File: src/include/cmc_defines.svh
`ifndef CMC_DEFINES_SVH
`define CMC_DEFINES_SVH

// Register byte offsets
`define CMC_OFS_MODCFG 5'h00
`define CMC_OFS_TESTCFG 5'h04
`define CMC_OFS_INTCFG 5'h08
`define CMC_OFS_CTRLZERO 5'h0C
`define CMC_OFS_STATUS 5'h10

// Module configuration fields
`define CMC_MC_STOP 15
`define CMC_MC_FRZEN 14
`define CMC_MC_HALT 12
`define CMC_MC_NOT_READY_FLAG 11
`define CMC_MC_WAKEMASK 10
`define CMC_MC_SOFTRESET 9
`define CMC_MC_FREEZE_ACKNOWLEDGE 8
`define CMC_MC_SUPER 7
`define CMC_MC_SELF_WAKE_ENABLE 6
`define CMC_MC_AUTOPS 5
`define CMC_MC_STOP_ACKNOWLEDGE 4
`define CMC_MC_ARB_HI 3

// Interrupt configuration fields
`define CMC_IC_LVL_HI 10
`define CMC_IC_LVL_LO 8
`define CMC_IC_VEC_HI 7
`define CMC_IC_VEC_LO 5

// Control zero fields
`define CMC_C0_BOFFMASK 7
`define CMC_C0_ERRMASK 6
`define CMC_C0_RX_HI 3
`define CMC_C0_RX_LO 2
`define CMC_C0_TX_HI 1
`define CMC_C0_TX_LO 0

// Status fields
`define CMC_ST_WAKE 0
`define CMC_ST_BOFF 1
`define CMC_ST_ERR 2

// Reset values
`define CMC_RST_FRZEN 1'b1
`define CMC_RST_HALT 1'b1
`define CMC_RST_SUPER 1'b1
`define CMC_RST_LVL 3'h0
`define CMC_RST_VEC 3'h0
`define CMC_RST_ARB 4'h0
`define CMC_RST_CTRLZERO 8'h00

// Vector codes
`define CMC_VEC_UNINIT 8'h0F
`define CMC_SRC_BOFF 5'h00
`define CMC_SRC_ERR 5'h01
`define CMC_SRC_WAKE 5'h02

// Soft reset cycle length in clocks
`define CMC_SOFT_RESET_CYCLES 4

`endif

File: src/include/cmc_pkg.sv
package cmc_pkg;

  typedef enum logic [2:0] {
    CMC_RUN = 3'b001,
    CMC_FREEZE = 3'b010,
    CMC_STOP = 3'b100
  } cmc_mode_t;

  typedef logic [1:0] cmc_transmit_drive_select_t;

endpackage : cmc_pkg

File: src/design/cmc_pin_sync.sv
`timescale 1ns/1ps
`default_nettype none
module cmc_pin_sync #(
  parameter int W = 2
) (
  input wire logic hclk,
  input wire logic hresetn,
  input wire logic [W-1:0] pin_i,
  output logic [W-1:0] level_o
);
  logic [W-1:0] s1_q;
  logic [W-1:0] s2_q;
  logic [W-1:0] s3_q;

  // Three stages, change accepted once stages two and three agree
  always_ff @(posedge hclk or negedge hresetn) begin
    if (!hresetn) begin
      s1_q <= '1;
      s2_q <= '1;
      s3_q <= '1;
      level_o <= '1;
    end else begin
      s1_q <= pin_i;
      s2_q <= s1_q;
      s3_q <= s2_q;
      for (int i = 0; i < W; i++) begin
        if (s2_q[i] == s3_q[i]) begin
          level_o[i] <= s3_q[i];
        end
      end
    end
  end
endmodule : cmc_pin_sync
`default_nettype wire

File: src/design/cmc_soft_reset.sv
`timescale 1ns/1ps
`default_nettype none
module cmc_soft_reset #(
  parameter int CYCLES = 4
) (
  input wire logic hclk,
  input wire logic hresetn,
  input wire logic start_i,
  output logic busy_o
);
  logic [7:0] cnt_q;

  // Internal reset cycle, bit drops by itself at the end
  always_ff @(posedge hclk or negedge hresetn) begin
    if (!hresetn) begin
      cnt_q <= 8'h00;
      busy_o <= 1'b0;
    end else if (start_i) begin
      cnt_q <= 8'(CYCLES - 1);
      busy_o <= 1'b1;
    end else if (busy_o) begin
      if (cnt_q == 8'h00) begin
        busy_o <= 1'b0;
      end else begin
        cnt_q <= cnt_q - 8'h01;
      end
    end
  end
endmodule : cmc_soft_reset
`default_nettype wire

File: src/design/cmc_top.sv
// Overview of operation
// - Not-ready flag shows stop or debug mode
// - Wake interrupt only when wake mask set
// - Soft reset clears sequencer and host registers
// - Soft reset keeps control zero register
// - Soft reset also clears stop request
// - Soft reset bit self-clears when done
// - Freeze acknowledge while debug, prescaler off
// - Supervisor select restricts shared registers
// - Self-wake on bus edge clears stop
// - Coinciding edge leaves self-wake clear
// - Auto power save gates idle clocks
// - Stop acknowledge while clocks are halted
// - Four-bit arbitration id, distinct and nonzero; the code resets it to zero and accepts any written value
// - Level selects request line, ack compares
// - Vector base gives vector top bits
// - Uninitialized vector returned until a nonzero base write
// - Bus-off request only when masked in
// - Error request only when masked in
// - Receive polarity bits map pin levels
// - Transmit mode selects drive and polarity
// - Open drain drives dominant only, positive
// - Stop set by host, cleared by wake
// - Halt set at reset acts as freeze
`timescale 1ns/1ps
`default_nettype none
`include "cmc_defines.svh"
module cmc_top #(
  parameter int SOFT_RESET_CYCLES = `CMC_SOFT_RESET_CYCLES
) (
  input wire logic hclk,
  input wire logic hresetn,
  input wire logic hsel,
  input wire logic [31:0] haddr,
  input wire logic [1:0] htrans,
  input wire logic hwrite,
  input wire logic [2:0] hsize,
  input wire logic [3:0] hprot,
  input wire logic hready,
  input wire logic [31:0] hwdata,
  output logic [31:0] hrdata,
  output logic hreadyout,
  output logic hresp,
  input wire logic freeze_i,
  input wire logic core_idle_i,
  input wire logic bus_off_i,
  input wire logic error_i,
  input wire logic core_tx_dominant_i,
  input wire logic iack_i,
  input wire logic [2:0] iack_level_i,
  input wire logic receive_pin_first,
  input wire logic receive_pin_second,
  output logic transmit_pin_first_o,
  output logic transmit_pin_first_oe,
  output logic transmit_pin_second_o,
  output logic transmit_pin_second_oe,
  output logic [1:0] rx_dominant_o,
  output cmc_pkg::cmc_mode_t mode_o,
  output logic prescaler_enable_o,
  output logic module_clk_en_o,
  output logic core_soft_reset_o,
  output logic [7:0] irq_lines_o,
  output logic [3:0] interrupt_arbitration_id_o,
  output logic iack_resp_o,
  output logic [7:0] iack_vector_o
);
  import cmc_pkg::*;

  ////////////////////////////////////////////////////////////////////////////
  // Declarations
  logic ap_wr_q;
  logic ap_rd_q;
  logic ap_priv_q;
  logic [4:0] ap_addr_q;
  logic stop_q;
  logic freeze_response_enable_q;
  logic halt_q;
  logic wake_interrupt_mask_q;
  logic supervisor_space_select_q;
  logic self_wake_enable_q;
  logic auto_power_save_q;
  logic [3:0] interrupt_arbitration_id_q;
  logic [2:0] interrupt_request_level_q;
  logic [2:0] interrupt_vector_base_q;
  logic vec_init_q;
  logic bus_off_interrupt_mask_q;
  logic error_interrupt_mask_q;
  logic [1:0] receive_polarity_select_q;
  cmc_transmit_drive_select_t transmit_drive_select_q;
  logic wake_pend_q;
  cmc_mode_t mode_q;
  cmc_mode_t mode_d;
  logic [1:0] rx_level;
  logic rx_prev_q;
  logic rx_edge;
  logic soft_reset_request;
  logic soft_start;
  logic wr_en;
  logic wr_modcfg;
  logic wr_intcfg;
  logic wr_ctrl;
  logic wr_status;
  logic wake_hit;
  logic freeze_want;
  logic not_ready_flag;
  logic freeze_acknowledge;
  logic stop_acknowledge;
  logic src_boff;
  logic src_err;
  logic src_wake;
  logic irq_any;
  logic iack_hit;
  logic tx_dom;

  ////////////////////////////////////////////////////////////////////////////
  // Functions
  function automatic logic acc_ok(input logic [4:0] a, input logic priv, input logic sup);
    acc_ok = priv || (!sup && (a == `CMC_OFS_CTRLZERO || a == `CMC_OFS_STATUS));
  endfunction : acc_ok

  function automatic logic hit(input logic [4:0] a, input logic [4:0] ofs);
    hit = (a == ofs);
  endfunction : hit

  ////////////////////////////////////////////////////////////////////////////
  // Helpers
  cmc_pin_sync #(.W(2)) cmc_pin_sync_i (
    .hclk(hclk),
    .hresetn(hresetn),
    .pin_i({receive_pin_second, receive_pin_first}),
    .level_o(rx_level)
  );

  cmc_soft_reset #(.CYCLES(SOFT_RESET_CYCLES)) cmc_soft_reset_i (
    .hclk(hclk),
    .hresetn(hresetn),
    .start_i(soft_start),
    .busy_o(soft_reset_request)
  );

  ////////////////////////////////////////////////////////////////////////////
  // AHB-Lite slave
  assign hreadyout = 1'b1;
  assign hresp = 1'b0;

  always_ff @(posedge hclk or negedge hresetn) begin
    if (!hresetn) begin
      ap_wr_q <= 1'b0;
      ap_rd_q <= 1'b0;
      ap_priv_q <= 1'b0;
      ap_addr_q <= 5'h00;
    end else if (hready) begin
      ap_wr_q <= hsel && htrans[1] && hwrite;
      ap_rd_q <= hsel && htrans[1] && !hwrite;
      ap_priv_q <= hprot[1];
      ap_addr_q <= (haddr[31:5] == 27'h000_0000) ? haddr[4:0] : 5'h1F;
    end
  end

  assign wr_en = ap_wr_q && acc_ok(ap_addr_q, ap_priv_q, supervisor_space_select_q);
  assign wr_modcfg = wr_en && hit(ap_addr_q, `CMC_OFS_MODCFG) && !soft_reset_request;
  assign wr_intcfg = wr_en && hit(ap_addr_q, `CMC_OFS_INTCFG);
  assign wr_ctrl = wr_en && hit(ap_addr_q, `CMC_OFS_CTRLZERO);
  assign wr_status = wr_en && hit(ap_addr_q, `CMC_OFS_STATUS);
  assign soft_start = wr_modcfg && hwdata[`CMC_MC_SOFTRESET];

  // Read data registered in the address phase
  always_ff @(posedge hclk or negedge hresetn) begin
    if (!hresetn) begin
      hrdata <= 32'h0000_0000;
    end else if (hready && hsel && htrans[1] && !hwrite) begin
      hrdata <= 32'h0000_0000;
      if (acc_ok(haddr[4:0], hprot[1], supervisor_space_select_q) && haddr[31:5] == 27'h0) begin
        case (haddr[4:0])
          `CMC_OFS_MODCFG: begin
            hrdata[15:0] <= {stop_q, freeze_response_enable_q, 1'b0, halt_q, not_ready_flag,
              wake_interrupt_mask_q, soft_reset_request, freeze_acknowledge,
              supervisor_space_select_q, self_wake_enable_q, auto_power_save_q,
              stop_acknowledge, interrupt_arbitration_id_q};
          end
          `CMC_OFS_INTCFG: begin
            hrdata[`CMC_IC_LVL_HI:`CMC_IC_LVL_LO] <= interrupt_request_level_q;
            hrdata[`CMC_IC_VEC_HI:`CMC_IC_VEC_LO] <= interrupt_vector_base_q;
          end
          `CMC_OFS_CTRLZERO: begin
            hrdata[7:0] <= {bus_off_interrupt_mask_q, error_interrupt_mask_q, 2'b00,
              receive_polarity_select_q, transmit_drive_select_q};
          end
          `CMC_OFS_STATUS: begin
            hrdata[2:0] <= {error_i, bus_off_i, wake_pend_q};
          end
          default: begin
            hrdata <= 32'h0000_0000;
          end
        endcase
      end
    end
  end

  ////////////////////////////////////////////////////////////////////////////
  // Module configuration
  always_ff @(posedge hclk or negedge hresetn) begin
    if (!hresetn) begin
      stop_q <= 1'b0;
      freeze_response_enable_q <= `CMC_RST_FRZEN;
      halt_q <= `CMC_RST_HALT;
      wake_interrupt_mask_q <= 1'b0;
      supervisor_space_select_q <= `CMC_RST_SUPER;
      self_wake_enable_q <= 1'b0;
      auto_power_save_q <= 1'b0;
      interrupt_arbitration_id_q <= `CMC_RST_ARB;
    end else if (soft_start) begin
      stop_q <= 1'b0;
      freeze_response_enable_q <= `CMC_RST_FRZEN;
      halt_q <= `CMC_RST_HALT;
      wake_interrupt_mask_q <= 1'b0;
      supervisor_space_select_q <= `CMC_RST_SUPER;
      self_wake_enable_q <= 1'b0;
      auto_power_save_q <= 1'b0;
      interrupt_arbitration_id_q <= `CMC_RST_ARB;
    end else begin
      if (wr_modcfg) begin
        // Status flags in this word are not stored
        stop_q <= hwdata[`CMC_MC_STOP] && !(hwdata[`CMC_MC_SELF_WAKE_ENABLE] && rx_edge);
        freeze_response_enable_q <= hwdata[`CMC_MC_FRZEN];
        halt_q <= hwdata[`CMC_MC_HALT];
        wake_interrupt_mask_q <= hwdata[`CMC_MC_WAKEMASK];
        supervisor_space_select_q <= hwdata[`CMC_MC_SUPER];
        self_wake_enable_q <= hwdata[`CMC_MC_SELF_WAKE_ENABLE] && !rx_edge;
        auto_power_save_q <= hwdata[`CMC_MC_AUTOPS];
        interrupt_arbitration_id_q <= hwdata[`CMC_MC_ARB_HI:0];
      end
      if (wake_hit) begin
        stop_q <= 1'b0;
      end
    end
  end

  ////////////////////////////////////////////////////////////////////////////
  // Interrupt configuration, control zero and wake flag
  always_ff @(posedge hclk or negedge hresetn) begin
    if (!hresetn) begin
      interrupt_request_level_q <= `CMC_RST_LVL;
      interrupt_vector_base_q <= `CMC_RST_VEC;
      vec_init_q <= 1'b0;
    end else if (soft_start) begin
      interrupt_request_level_q <= `CMC_RST_LVL;
      interrupt_vector_base_q <= `CMC_RST_VEC;
      vec_init_q <= 1'b0;
    end else if (wr_intcfg) begin
      interrupt_request_level_q <= hwdata[`CMC_IC_LVL_HI:`CMC_IC_LVL_LO];
      interrupt_vector_base_q <= hwdata[`CMC_IC_VEC_HI:`CMC_IC_VEC_LO];
      // A base left at zero counts as not yet programmed
      vec_init_q <= vec_init_q || (hwdata[`CMC_IC_VEC_HI:`CMC_IC_VEC_LO] != `CMC_RST_VEC);
    end
  end

  // Not touched by soft reset
  always_ff @(posedge hclk or negedge hresetn) begin
    if (!hresetn) begin
      {bus_off_interrupt_mask_q, error_interrupt_mask_q, receive_polarity_select_q,
        transmit_drive_select_q} <= 6'h00;
    end else if (wr_ctrl) begin
      bus_off_interrupt_mask_q <= hwdata[`CMC_C0_BOFFMASK];
      error_interrupt_mask_q <= hwdata[`CMC_C0_ERRMASK];
      receive_polarity_select_q <= hwdata[`CMC_C0_RX_HI:`CMC_C0_RX_LO];
      transmit_drive_select_q <= hwdata[`CMC_C0_TX_HI:`CMC_C0_TX_LO];
    end
  end

  // Set wins over write-one-to-clear
  always_ff @(posedge hclk or negedge hresetn) begin
    if (!hresetn) begin
      wake_pend_q <= 1'b0;
    end else if (wake_hit) begin
      wake_pend_q <= 1'b1;
    end else if (soft_start || (wr_status && hwdata[`CMC_ST_WAKE])) begin
      wake_pend_q <= 1'b0;
    end
  end

  ////////////////////////////////////////////////////////////////////////////
  // Mode sequencing
  assign freeze_want = freeze_response_enable_q && (freeze_i || halt_q);
  assign wake_hit = (mode_q == CMC_STOP) && self_wake_enable_q && rx_edge;

  always_comb begin
    mode_d = mode_q;
    case (mode_q)
      CMC_RUN: begin
        if (stop_q) begin
          mode_d = CMC_STOP;
        end else if (freeze_want) begin
          mode_d = CMC_FREEZE;
        end
      end
      CMC_FREEZE: begin
        if (!freeze_want) begin
          mode_d = CMC_RUN;
        end
      end
      CMC_STOP: begin
        if (!stop_q) begin
          mode_d = CMC_RUN;
        end
      end
      default: begin
        mode_d = CMC_RUN;
      end
    endcase
  end

  always_ff @(posedge hclk or negedge hresetn) begin
    if (!hresetn) begin
      mode_q <= CMC_RUN;
    end else if (soft_start) begin
      mode_q <= CMC_RUN;
    end else begin
      mode_q <= mode_d;
    end
  end

  assign not_ready_flag = (mode_q != CMC_RUN);
  assign freeze_acknowledge = (mode_q == CMC_FREEZE);
  assign stop_acknowledge = (mode_q == CMC_STOP);
  assign mode_o = mode_q;
  assign prescaler_enable_o = (mode_q == CMC_RUN);
  assign core_soft_reset_o = soft_reset_request;
  assign interrupt_arbitration_id_o = interrupt_arbitration_id_q;

  always_ff @(posedge hclk or negedge hresetn) begin
    if (!hresetn) begin
      module_clk_en_o <= 1'b1;
    end else begin
      module_clk_en_o <= !stop_q && !(auto_power_save_q && core_idle_i);
    end
  end

  ////////////////////////////////////////////////////////////////////////////
  // Interrupt request and acknowledge
  assign src_boff = bus_off_i && bus_off_interrupt_mask_q;
  assign src_err = error_i && error_interrupt_mask_q;
  assign src_wake = wake_pend_q && wake_interrupt_mask_q;
  assign irq_any = src_boff || src_err || src_wake;
  assign iack_hit = iack_i && irq_any && (interrupt_request_level_q != 3'h0) &&
    (iack_level_i == interrupt_request_level_q);

  always_ff @(posedge hclk or negedge hresetn) begin
    if (!hresetn) begin
      irq_lines_o <= 8'h00;
      iack_resp_o <= 1'b0;
      iack_vector_o <= 8'h00;
    end else begin
      irq_lines_o <= (irq_any && interrupt_request_level_q != 3'h0) ?
        8'(8'h01 << interrupt_request_level_q) : 8'h00;
      iack_resp_o <= iack_hit;
      if (iack_hit) begin
        if (!vec_init_q) begin
          iack_vector_o <= `CMC_VEC_UNINIT;
        end else if (src_boff) begin
          iack_vector_o <= {interrupt_vector_base_q, `CMC_SRC_BOFF};
        end else if (src_err) begin
          iack_vector_o <= {interrupt_vector_base_q, `CMC_SRC_ERR};
        end else begin
          iack_vector_o <= {interrupt_vector_base_q, `CMC_SRC_WAKE};
        end
      end
    end
  end

  ////////////////////////////////////////////////////////////////////////////
  // Pins
  always_ff @(posedge hclk or negedge hresetn) begin
    if (!hresetn) begin
      rx_dominant_o <= 2'b00;
      rx_prev_q <= 1'b0;
    end else begin
      rx_dominant_o <= ~(rx_level ^ receive_polarity_select_q);
      rx_prev_q <= rx_dominant_o[0];
    end
  end

  assign rx_edge = rx_dominant_o[0] && !rx_prev_q;
  assign tx_dom = core_tx_dominant_i && (mode_q == CMC_RUN);

  always_ff @(posedge hclk or negedge hresetn) begin
    if (!hresetn) begin
      transmit_pin_first_o <= 1'b1;
      transmit_pin_second_o <= 1'b0;
      transmit_pin_first_oe <= 1'b1;
      transmit_pin_second_oe <= 1'b1;
    end else if (transmit_drive_select_q[1]) begin
      transmit_pin_first_o <= 1'b0;
      transmit_pin_second_o <= 1'b1;
      transmit_pin_first_oe <= tx_dom;
      transmit_pin_second_oe <= tx_dom;
    end else begin
      transmit_pin_first_o <= tx_dom ^ !transmit_drive_select_q[0];
      transmit_pin_second_o <= tx_dom ^ transmit_drive_select_q[0];
      transmit_pin_first_oe <= 1'b1;
      transmit_pin_second_oe <= 1'b1;
    end
  end

  ////////////////////////////////////////////////////////////////////////////
  // Assertions
  localparam int SRST_MAX = 300;
endmodule : cmc_top
`default_nettype wire

File: config.mk
export PLATFORM = sky130hd
export DESIGN_NAME = cmc_top
export DESIGN_NICKNAME = d
export VERILOG_FILES = /design/src/include/cmc_pkg.sv /design/src/design/cmc_pin_sync.sv /design/src/design/cmc_soft_reset.sv /design/src/design/cmc_top.sv
export VERILOG_INCLUDE_DIRS = /design/src /design/src/include
export SDC_FILE = /design/constraint.sdc
export NUM_CORES = 1
export LEC_CHECK = 0
export BUFFER_PORTS_ARGS = -buffer_cell sky130_fd_sc_hd__buf_4
export CORE_ASPECT_RATIO = 2
export CORE_MARGIN = 2
export CORE_UTILIZATION = 45
export CTS_CLUSTER_SIZE = 40
export DETAILED_ROUTE_END_ITERATION = 10
export GPL_TIMING_DRIVEN = 1
export PLACE_DENSITY_LB_ADDON = 0.3
export REMOVE_ABC_BUFFERS = 1
export SYNTH_ARGS = -nofsm -noshare
export SYNTH_HDL_FRONTEND = slang
export SYNTH_SLANG_ARGS = --single-unit
File: constraint.sdc
create_clock -name hclk -period 2.2 [get_ports hclk]
set_input_delay 0.33 -clock hclk [delete_from_list [all_inputs] [get_ports hclk]]
set_output_delay 0.33 -clock hclk [all_outputs]
set_load 0.02 [all_outputs]
After elaboration in Yosys (flattened, before gate mapping)
Cells that the tools add are included.

cells by class
  add/sub/neg operators = 1
  eq/ne operators = 17
  shift-type cells = 1
  multiplexer cells = 51
  bitwise operators = 4
  reductions and logical operators = 64

operators by type and width
  cell                                                   count
  2-to-1 mux 8 bit                                       5
  logical AND 1 bit                                      33
  zero test 27 bit                                       1
  2-to-1 mux 3 bit                                       9
  case mux 3 bit (3 select lines)                        3
  2-to-1 mux 1 bit                                       25
  equality test 5 x 4 -> 1 bit, second input constant    4
  2-to-1 mux 16 bit                                      1
  equality test 5 bit, second input constant             2
  zero test 5 bit                                        2
  2-to-1 mux 5 bit                                       2
  zero test 1 bit                                        9
  logical OR 1 bit                                       9
  nonzero test 3 bit                                     3
  zero test 8 bit                                        1
  2-to-1 mux 4 bit                                       2
  nonzero test 2 bit                                     4
  << shifter 1 x 3 -> 8 bit, first input constant        1
  subtractor 8 x 1 -> 8 bit, second input constant       1
  inequality test 3 bit, second input constant           2
  case mux 3 bit (2 select lines)                        1
  2-to-1 mux 2 bit                                       2
  inequality test 4 x 1 -> 1 bit, second input constant  1
  case mux 2 bit (2 select lines)                        1
  other kinds (12)                                       14

storage, ports and cells
  flip-flop bits (word level) = 108
  input bits = 89

Logic depth before layout (Yosys ltp)
Gate-level depths: netlist of run 1.

  depth after elaboration = 11
  gate-level depth with buffers = 7
  gate-level depth less buffers = 6

By module
Synthesis of run 1 repeated with hierarchy kept, for this count alone.

second synthesis, totals
  cells, all modules = 390
  area total of the unflattened synthesis = 4122.7 µm²

by module, submodules not included
  module          instances  cells an instance  area each (µm²)  sequential area each (µm²)
  cmc_top         1          328                3365.7           1810.5
  cmc_soft_reset  1          52                 524.3            225.2
  cmc_pin_sync    1          10                 232.7            210.2

Least setup slack after synthesis of run 1
No wires, ideal clock.

  kind = flip-flop to flip-flop
  start = reg ap_addr_q[4]
  end = reg cmc_soft_reset_i.cnt_q[4]
  setup time = 0.119 ns
  arrival = 1.713 ns
  path slack = 0.368 ns
  stages on the path, launching flop included = 8
  buffers on the path = 3
  cells stage by stage = dfrtp_1 or4_1 buf_2 nor4_4 and2_1 buf_4 buf_6 nor2_1

on the way
  longest elaborated chain between the ends = 10
  elaborated cells between the ends (all ways) = 14
  those cells by class = 3 x eq/ne; 1 x mux; 10 x reduce/logical

RTL lines
  item                                                                          RTL line              RTL
  start, declared                                                               cmc_top.sv:74         logic [4:0] ap_addr_q;
  start signal, assigned                                                        cmc_top.sv:156        ap_addr_q <= (haddr[31:5] == 27'h000_0000) ? haddr[4:0] : 5'h1F;
  equality test 5 x 4 -> 1 bit / equality test 5 bit (equally long branches)    -
  logical OR 1 bit (no line)                                                    -
  logical AND 1 bit                                                             cmc_top.sv:118        acc_ok = priv || (!sup && (a == `CMC_OFS_CTRLZERO || a == `CMC_OFS_STATUS));
  logical OR 1 bit                                                              cmc_top.sv:118
  logical AND 1 bit                                                             cmc_top.sv:160        assign wr_en = ap_wr_q && acc_ok(ap_addr_q, ap_priv_q, supervisor_space_select_q);
  logical AND 1 bit * (2 in a row)                                              cmc_top.sv:161        assign wr_modcfg = wr_en && hit(ap_addr_q, `CMC_OFS_MODCFG) && !soft_reset_request;
  logical AND 1 bit *                                                           cmc_top.sv:165        assign soft_start = wr_modcfg && hwdata[`CMC_MC_SOFTRESET];
  inequality test 2 bit (no line) / nonzero test 2 bit (equally long branches)  -
  AND reduction 2 bit (no line)                                                 -
  end signal, assigned                                                          cmc_soft_reset.sv:19  cnt_q <= 8'(CYCLES - 1);
  end signal, assigned                                                          cmc_soft_reset.sv:25  cnt_q <= cnt_q - 8'h01;
  end, declared                                                                 cmc_soft_reset.sv:11  logic [7:0] cnt_q;

Every way passes the cells marked *; elsewhere a longest branch is shown, timed or not.
A chain may end at the register's enable or synchronous reset.

Worst setup path after layout of run 1
  start = reg ap_addr_q[4]
  end = reg interrupt_vector_base_q[2]

on the way
  longest elaborated chain between the ends = 9
  elaborated cells between the ends (all ways) = 14
  those cells by class = 3 x eq/ne; 1 x mux; 10 x reduce/logical

RTL lines
  item                                                                        RTL line        RTL
  equality test 5 x 4 -> 1 bit / equality test 5 bit (equally long branches)  -
  logical OR 1 bit (no line)                                                  -
  logical AND 1 bit                                                           cmc_top.sv:118
  logical OR 1 bit                                                            cmc_top.sv:118
  logical AND 1 bit                                                           cmc_top.sv:160
  logical AND 1 bit (2 in a row)                                              cmc_top.sv:161
  logical AND 1 bit                                                           cmc_top.sv:165
  2-to-1 mux 3 bit / nonzero test 2 bit (equally long branches)               -
  end signal, assigned                                                        cmc_top.sv:244  interrupt_vector_base_q <= `CMC_RST_VEC;
  end signal, assigned                                                        cmc_top.sv:248  interrupt_vector_base_q <= `CMC_RST_VEC;
  end signal, assigned                                                        cmc_top.sv:252  interrupt_vector_base_q <= hwdata[`CMC_IC_VEC_HI:`CMC_IC_VEC_LO];
  end, declared                                                               cmc_top.sv:84   logic [2:0] interrupt_vector_base_q;

Parallel ways exist; a longest one is shown, timed or not.

==> impl_metrics.csv, run 1 <==
group,metric,value,unit
cts,cts_root_buf,"clkbuf_16",
logic_synthesis,netlist_area,4172,µm²
final_layout,area_growth,28.61,%
placed_design,routabilityCongestion,0.8210,
detailed_routing,drtPass1Iterations,4,
min_path,hp-class,"in2async",
detailed_routing,vias,3360,
detailed_routing,post_drt_via_cell_ratio,5.367,
final_layout,drive_above_1_share,0.3302,
detailed_routing,remaining_drc_errors,0,
power_and_ir_drop,p_leak,2.389,nW
final_layout,num-nets-final,610,
floorplanning,ios,156,
detailed_routing,ant_nets,0,
placed_design,dpl.hpwl,7893,µm
setup_path,end_kind,"flip-flop",
floorplanning,start_util,0.4629,
setup_path,ff2ff_setup_slack,0.21,ns
cts,cts.sinks,89,
logic_synthesis,postSynthAreaPerCell,10.48,µm²
setup_path,crit-reg2reg-launch,"ap_addr_q[4]",
placed_design,portBuffers,109,
final_layout,multiInputGateArea,1703,µm²
power_and_ir_drop,power-per-cell-area,691.4,nW/µm²
global_route,grt_max_degree,47,
setup_path,path_cells,"or4_1, buf_4, nor2_1, nand2_1, a21oi_1",
cts,clock_latency,0.34,ns
cts,cts_tree,"built",
sta,hold_ws,-0.004826,ns
setup_path,start_kind,"flip-flop",
logic_synthesis,synth_cells,398,
logic_synthesis,synth_cell_types,54,
detailed_routing,wl_per_cell,16.40,µm
global_route,grt_pass1_vias,3334,
final_layout,final_area,5365,µm²
placed_design,placedCellCount,610,
run_status,violations,"negative hold slack",
run_status,status,"complete, but fails checks",
detailed_routing,dr.first_iter.drc_count,231,
detailed_routing,drt-total-wl,10260,µm
sta,fmax,0.5027,GHz
sta,rsz0062_at_grt,"false",
logic_synthesis,yosys_register_bits,89,
logic_synthesis,synth-edff-count,0,
logic_synthesis,seq_area_frac_synth,0.5384,
setup_path,worst_ep_required_time,2.46,ns
floorplanning,dieWidth,72.08,µm
sta,fin_setup_tns,0,ns
logic_synthesis,synthArstFlopShare,1.000,
sta,layout_min_cycle_time,1.989,ns
floorplanning,die-area,10100,µm²
global_route,track_usage,0.2117,
sta,worst_pin_slew,0.6565,ns
final_layout,diodes,0,
setup_path,critPathKind,"reg2reg",
cts,cts_hold_buf,0,
cts,cts_max_level,3,
logic_synthesis,synthFlopType,"dfrtp_1",
sta,skew,0.004986,ns
sta,finalHoldViolCount,5,
final_layout,final.fill_count,782,
setup_path,reg2reg_depth,5,
sta,drv_slew,0,
cts,postCtsSetupBuffers,0,
sta,setup_viol,0,
final_layout,seq_area,2246,µm²
floorplanning,rows,49,
global_route,overflow,0,
cts,cts_buffer_depth,2,
setup_path,critical-path-max-stage-delay,0.62,ns
cts,clk_pin_slew,0.06,ns
setup_path,slowest_stage,"or4_1",
floorplanning,die_h,140.2,µm
setup_path,arrival,2.25,ns
cts,numCtsBuffers,9,
global_route,grt_pass1_wl,16210,µm
setup_path,regToRegEndpoint,"interrupt_vector_base_q[2]",
sta,period_share,0.9042,
sta,relSlewSlack,0.5590,
power_and_ir_drop,ir_drop,0.4713,mV
logic_synthesis,ys_warn_count,0,
placed_design,place_area,5106,µm²
run,max-cap-violations,0,
cts,cts_resized,0,
global_route,antenna_found_initial,0,
final_layout,final_cells,626,
setup_path,cp_max_fo,7,
floorplanning,core_area,9012,µm²
## how the worst max path moves through the flow
stage | from | end | slack (ns)
final | ap_addr_q[4] | interrupt_vector_base_q[2] | 0.21
after global routing | ap_addr_q[1] | receive_polarity_select_q[0] | 0.07
after detailed placement | ap_addr_q[1] | receive_polarity_select_q[0] | 0.20
after floorplan | ap_addr_q[4] | wake_pend_q | -0.18
after CTS | ap_addr_q[1] | receive_polarity_select_q[0] | 0.20
after global placement | ap_addr_q[1] | receive_polarity_select_q[0] | 0.22
## state kept, by name, indices dropped and copies added, names as in the netlist, 3 cells and up
signal and count:
iack_vector_o 6, ap_addr_q 5, mode_o 3, hrdata 15
interrupt_arbitration_id_o 4, interrupt_vector_base_q 3, irq_lines_o 8, cmc_soft_reset_i.cnt_q 8
interrupt_request_level_q 3
## Yosys cell counts, types with 3 or more instances
cell	number	area share
o31ai_1	4	0.0072
xnor2_1	9	0.019
dfrtp_1	74	0.44
a211oi_1	3	0.0054
nor3_1	9	0.011
nor2b_1	5	0.0075
buf_2	4	0.0048
nand2_1	40	0.036
and3_1	3	0.0045
nand2b_1	7	0.010
clkbuf_1	8	0.0072
mux2i_1	9	0.022
o21ai_0	31	0.037
nor2_1	25	0.022
mux2_2	12	0.032
or3_1	7	0.010
a22oi_1	6	0.011
nor4_1	8	0.012
buf_4	23	0.041
nor3b_1	5	0.0090
dfstp_2	15	0.094
a21oi_1	19	0.023
nand3_1	9	0.011
nand3b_1	7	0.013
o22a_1	5	0.010
inv_1	15	0.013
## report_power, final
| group | switching [W] | internal, W |
|---|---|---|
| sequential | 0.0000588 | 0.00172 |
| clock | 0.000601 | 0.000760 |
| combinational | 0.000313 | 0.000258 |
## critical path: cells and delay by family, from the launching register on
kind | cells | cell delay, ns
AO/OA/AOI/OAI | 1 | 0.16
flip-flops | 1 | 0.44
buffers and inverters | 1 | 0.20
AND/OR/NAND/NOR | 3 | 1.13
## per-stage QoR
stage	hold slack, ns	total power, W	util	worst slack [ns]
after global placement	0.3476	0.002362	0.5666	0.2172
after detailed placement	0.3488	0.002379	0.5666	0.2020
after floorplan	0.03441	0.002044	-	-0.1814
final	-0.004826	0.003710	0.5953	0.2108
after CTS	0.02273	0.003730	0.5953	0.2015
after global routing	0.04264	0.003856	0.5953	0.06769
## cell families (layout without fill, tap and decap cells)
group	Yosys count	after routing	synth area share
and+or+nand+nor	141	141	0.1836
buffers and inverters	52	159	0.07049
adders and majority gates	4	4	0.01080
xor gates and xnor gates	10	10	0.02100
DFF	89	89	0.5384
AOI/OAI and AO/OA	79	79	0.1200
muxes	21	21	0.05399
other	2	21	0.001800
## cell usage in the layout, fill, tap and decap left out, types with 6 or more instances in the layout
| cell | Yosys | layout |
|---|---|---|
| a21oi_1 | 19 | 19 |
| a22oi_1 | 6 | 6 |
| buf_4 | 23 | 127 |
| clkbuf_16 | 0 | 9 |
| conb_1 | 2 | 21 |
| dfrtp_1 | 74 | 74 |
| dfstp_2 | 15 | 15 |
| inv_1 | 15 | 15 |
| mux2_2 | 12 | 12 |
| mux2i_1 | 9 | 9 |
| nand2_1 | 40 | 40 |
| nand2b_1 | 7 | 7 |
| nand3_1 | 9 | 9 |
| nand3b_1 | 7 | 7 |
| nor2_1 | 25 | 25 |
| nor3_1 | 9 | 9 |
| nor4_1 | 8 | 8 |
| o21ai_0 | 31 | 31 |
| or3_1 | 7 | 7 |
| xnor2_1 | 9 | 9 |
## cell type report
type,count,area share
tap,102,0.02379
sequential,89,0.4186
clock inverter,4,0.004198
multi-input combinational,276,0.3174
inverter,15,0.01049
timing repair buffer,128,0.1814
clock buffer,12,0.04408
## layer usage
layer,up-vias,global-route usage,wire [µm]
li1,1592,-,-
met1,1650,0.2169,3660
met2,101,0.3930,5805
met3,17,0.03597,451
met4,0,0.1102,346
met5,-,0,0
Power figures use the tool's default switching activity.
==> inputs of run 2 (changes only) <==
==> constraint.sdc (replaced) <==
create_clock -name hclk -period 2.43 [get_ports hclk]
set_input_delay 0.3645 -clock hclk [delete_from_list [all_inputs] [get_ports hclk]]
set_output_delay 0.3645 -clock hclk [all_outputs]
set_load 0.02 [all_outputs]
==> impl_metrics.csv, run 2 (synthesized netlist as in run 1, its figures left out) <==
group,metric,value,unit
setup_path,cp_max_fo,12,
power_and_ir_drop,ir_drop,0.4804,mV
sta,relSlewSlack,0.5187,
floorplanning,die-area,10100,µm²
sta,fin_setup_tns,0,ns
setup_path,arrival,2.31,ns
setup_path,start_kind,"flip-flop",
cts,clk_pin_slew,0.07,ns
cts,postCtsSetupBuffers,0,
sta,layout_min_cycle_time,2.098,ns
run_status,violations,"negative hold slack",
global_route,track_usage,0.2110,
setup_path,worst_ep_required_time,2.65,ns
final_layout,num-nets-final,600,
floorplanning,start_util,0.4629,
detailed_routing,dr.first_iter.drc_count,236,
floorplanning,rows,49,
sta,setup_viol,0,
placed_design,routabilityCongestion,0.8510,
run,max-cap-violations,0,
sta,worst_pin_slew,0.7154,ns
cts,cts_resized,0,
detailed_routing,remaining_drc_errors,0,
run_status,status,"complete, but fails checks",
power_and_ir_drop,power-per-cell-area,688.3,nW/µm²
detailed_routing,drtPass1Iterations,4,
cts,cts_hold_buf,0,
power_and_ir_drop,p_leak,2.385,nW
placed_design,dpl.hpwl,7707,µm
final_layout,top_regs,"hrdata x15, cmc_soft_reset_i.cnt_q x8, irq_lines_o x8",
final_layout,largest_register_ffs,15,
sta,hold_ws,-0.01936,ns
detailed_routing,ant_nets,0,
detailed_routing,vias,3358,
global_route,grt_pass1_vias,3424,
final_layout,final_util,0.5967,
global_route,antenna_found_initial,0,
setup_path,reg2reg_depth,5,
floorplanning,ios,156,
cts,numCtsBuffers,9,
placed_design,dp_slack,0.3164,ns
sta,rsz0062_at_grt,"false",
cts,cts_tree,"built",
detailed_routing,drt-total-wl,10270,µm
floorplanning,core_area,9012,µm²
sta,worst_slack,0.3321,ns
sta,fmax,0.4767,GHz
sta,finalHoldViolCount,16,
detailed_routing,post_drt_via_cell_ratio,5.451,
min_path,hp-class,"in2async",
cts,cts_max_level,3,
cts,cts.sinks,89,
final_layout,top_register,"hrdata",
final_layout,final_cell_mix,"117 x buf_4, 74 x dfrtp_1, 40 x nand2_1",
final_layout,area_growth,28.91,%
global_route,grt_pass1_wl,16390,µm
detailed_routing,wl_per_cell,16.67,µm
setup_path,end_kind,"flip-flop",
sta,drv_slew,0,
setup_path,critPathKind,"reg2reg",
final_layout,drive_above_1_share,0.3210,
floorplanning,dieWidth,72.08,µm
final_layout,final_common_cell,"buf_4",
global_route,grt_max_degree,53,
final_layout,final.fill_count,743,
final_layout,diodes,0,
cts,clock_latency,0.34,ns
floorplanning,die_h,140.2,µm
sta,period_share,0.8633,
sta,skew,0.009753,ns
placed_design,portBuffers,109,
global_route,overflow,0,
cts,cts_buffer_depth,2,
cts,cts_root_buf,"clkbuf_16",
==> run 2: cell types whose count changed in the layout (fill, tap and decap cells not counted), sizes merged <==
cell	previous run	this run
clkbuf	12	11
bufinv	0	3
clkinv	3	2
buf	128	118
clkinvlp	1	0
==> run 2: path summary, 6_finish.rpt <==
check                                  startpoint                     end  slack (ns)
setup / recovery                     ap_addr_q[4]               mode_o[1]        0.33
hold / removal                            hresetn   transmit_pin_second_o       -0.02
setup reg to reg                     ap_addr_q[4]               mode_o[1]        0.33
hold reg to reg            cmc_pin_sync_i.s1_q[0]  cmc_pin_sync_i.s2_q[0]        0.36
max in group asynchronous                 hresetn         module_clk_en_o        1.74
min in group hclk              receive_pin_second  cmc_pin_sync_i.s1_q[1]        0.13
==> run 2: cell type report <==
type / count / area, µm² / area share
multi-input combinational: 276 / 1703 / 0.3167
clock inverter: 5 / 103.9 / 0.01931
sequential: 89 / 2246 / 0.4176
timing repair buffer: 118 / 898.4 / 0.1671
inverter: 15 / 56.30 / 0.01047
tap: 102 / 127.6 / 0.02373
clock buffer: 11 / 242.7 / 0.04514
==> run 2: worst max-delay path: stages, from the launching register on <==
cell and delay [ns]:
dfrtp_1 0.43, or4_1 0.72, nor4_4 0.24, and2_1 0.28, buf_4 0.23, nor4b_1 0.07
==> run 2: metrics by stage <==
stage          power (W)  instance area, µm²  std cells  hold WS [ns]
2_1_floorplan   0.001851                4005        380       0.06891
3_3_place_gp    0.002130                5031        600        0.3485
3_5_place_dp    0.002142                5031        600        0.3487
4_1_cts         0.003729                5378        616     0.0003101
5_1_grt         0.003839                5378        616       0.02232
6_report        0.003702                5378        616      -0.01936
==> run 2: metal layers <==
| layer | routed length [µm] | share of wire | up-vias | GRT usage |
|---|---|---|---|---|
| li1 | - | - | 1579 | - |
| met1 | 3527 | 0.34 | 1660 | 0.2160 |
| met2 | 5998 | 0.58 | 101 | 0.4056 |
| met3 | 464 | 0.045 | 18 | 0.04101 |
| met4 | 280 | 0.027 | 0 | 0.07448 |
| met5 | 0 | 0 | - | 0 |
==> run 2: where the power goes <==
group,total [W],switching [W],internal [W]
combinational,0.000504,0.000276,0.000229
clock,0.00159,0.000554,0.00103
sequential,0.00161,0.0000541,0.00156
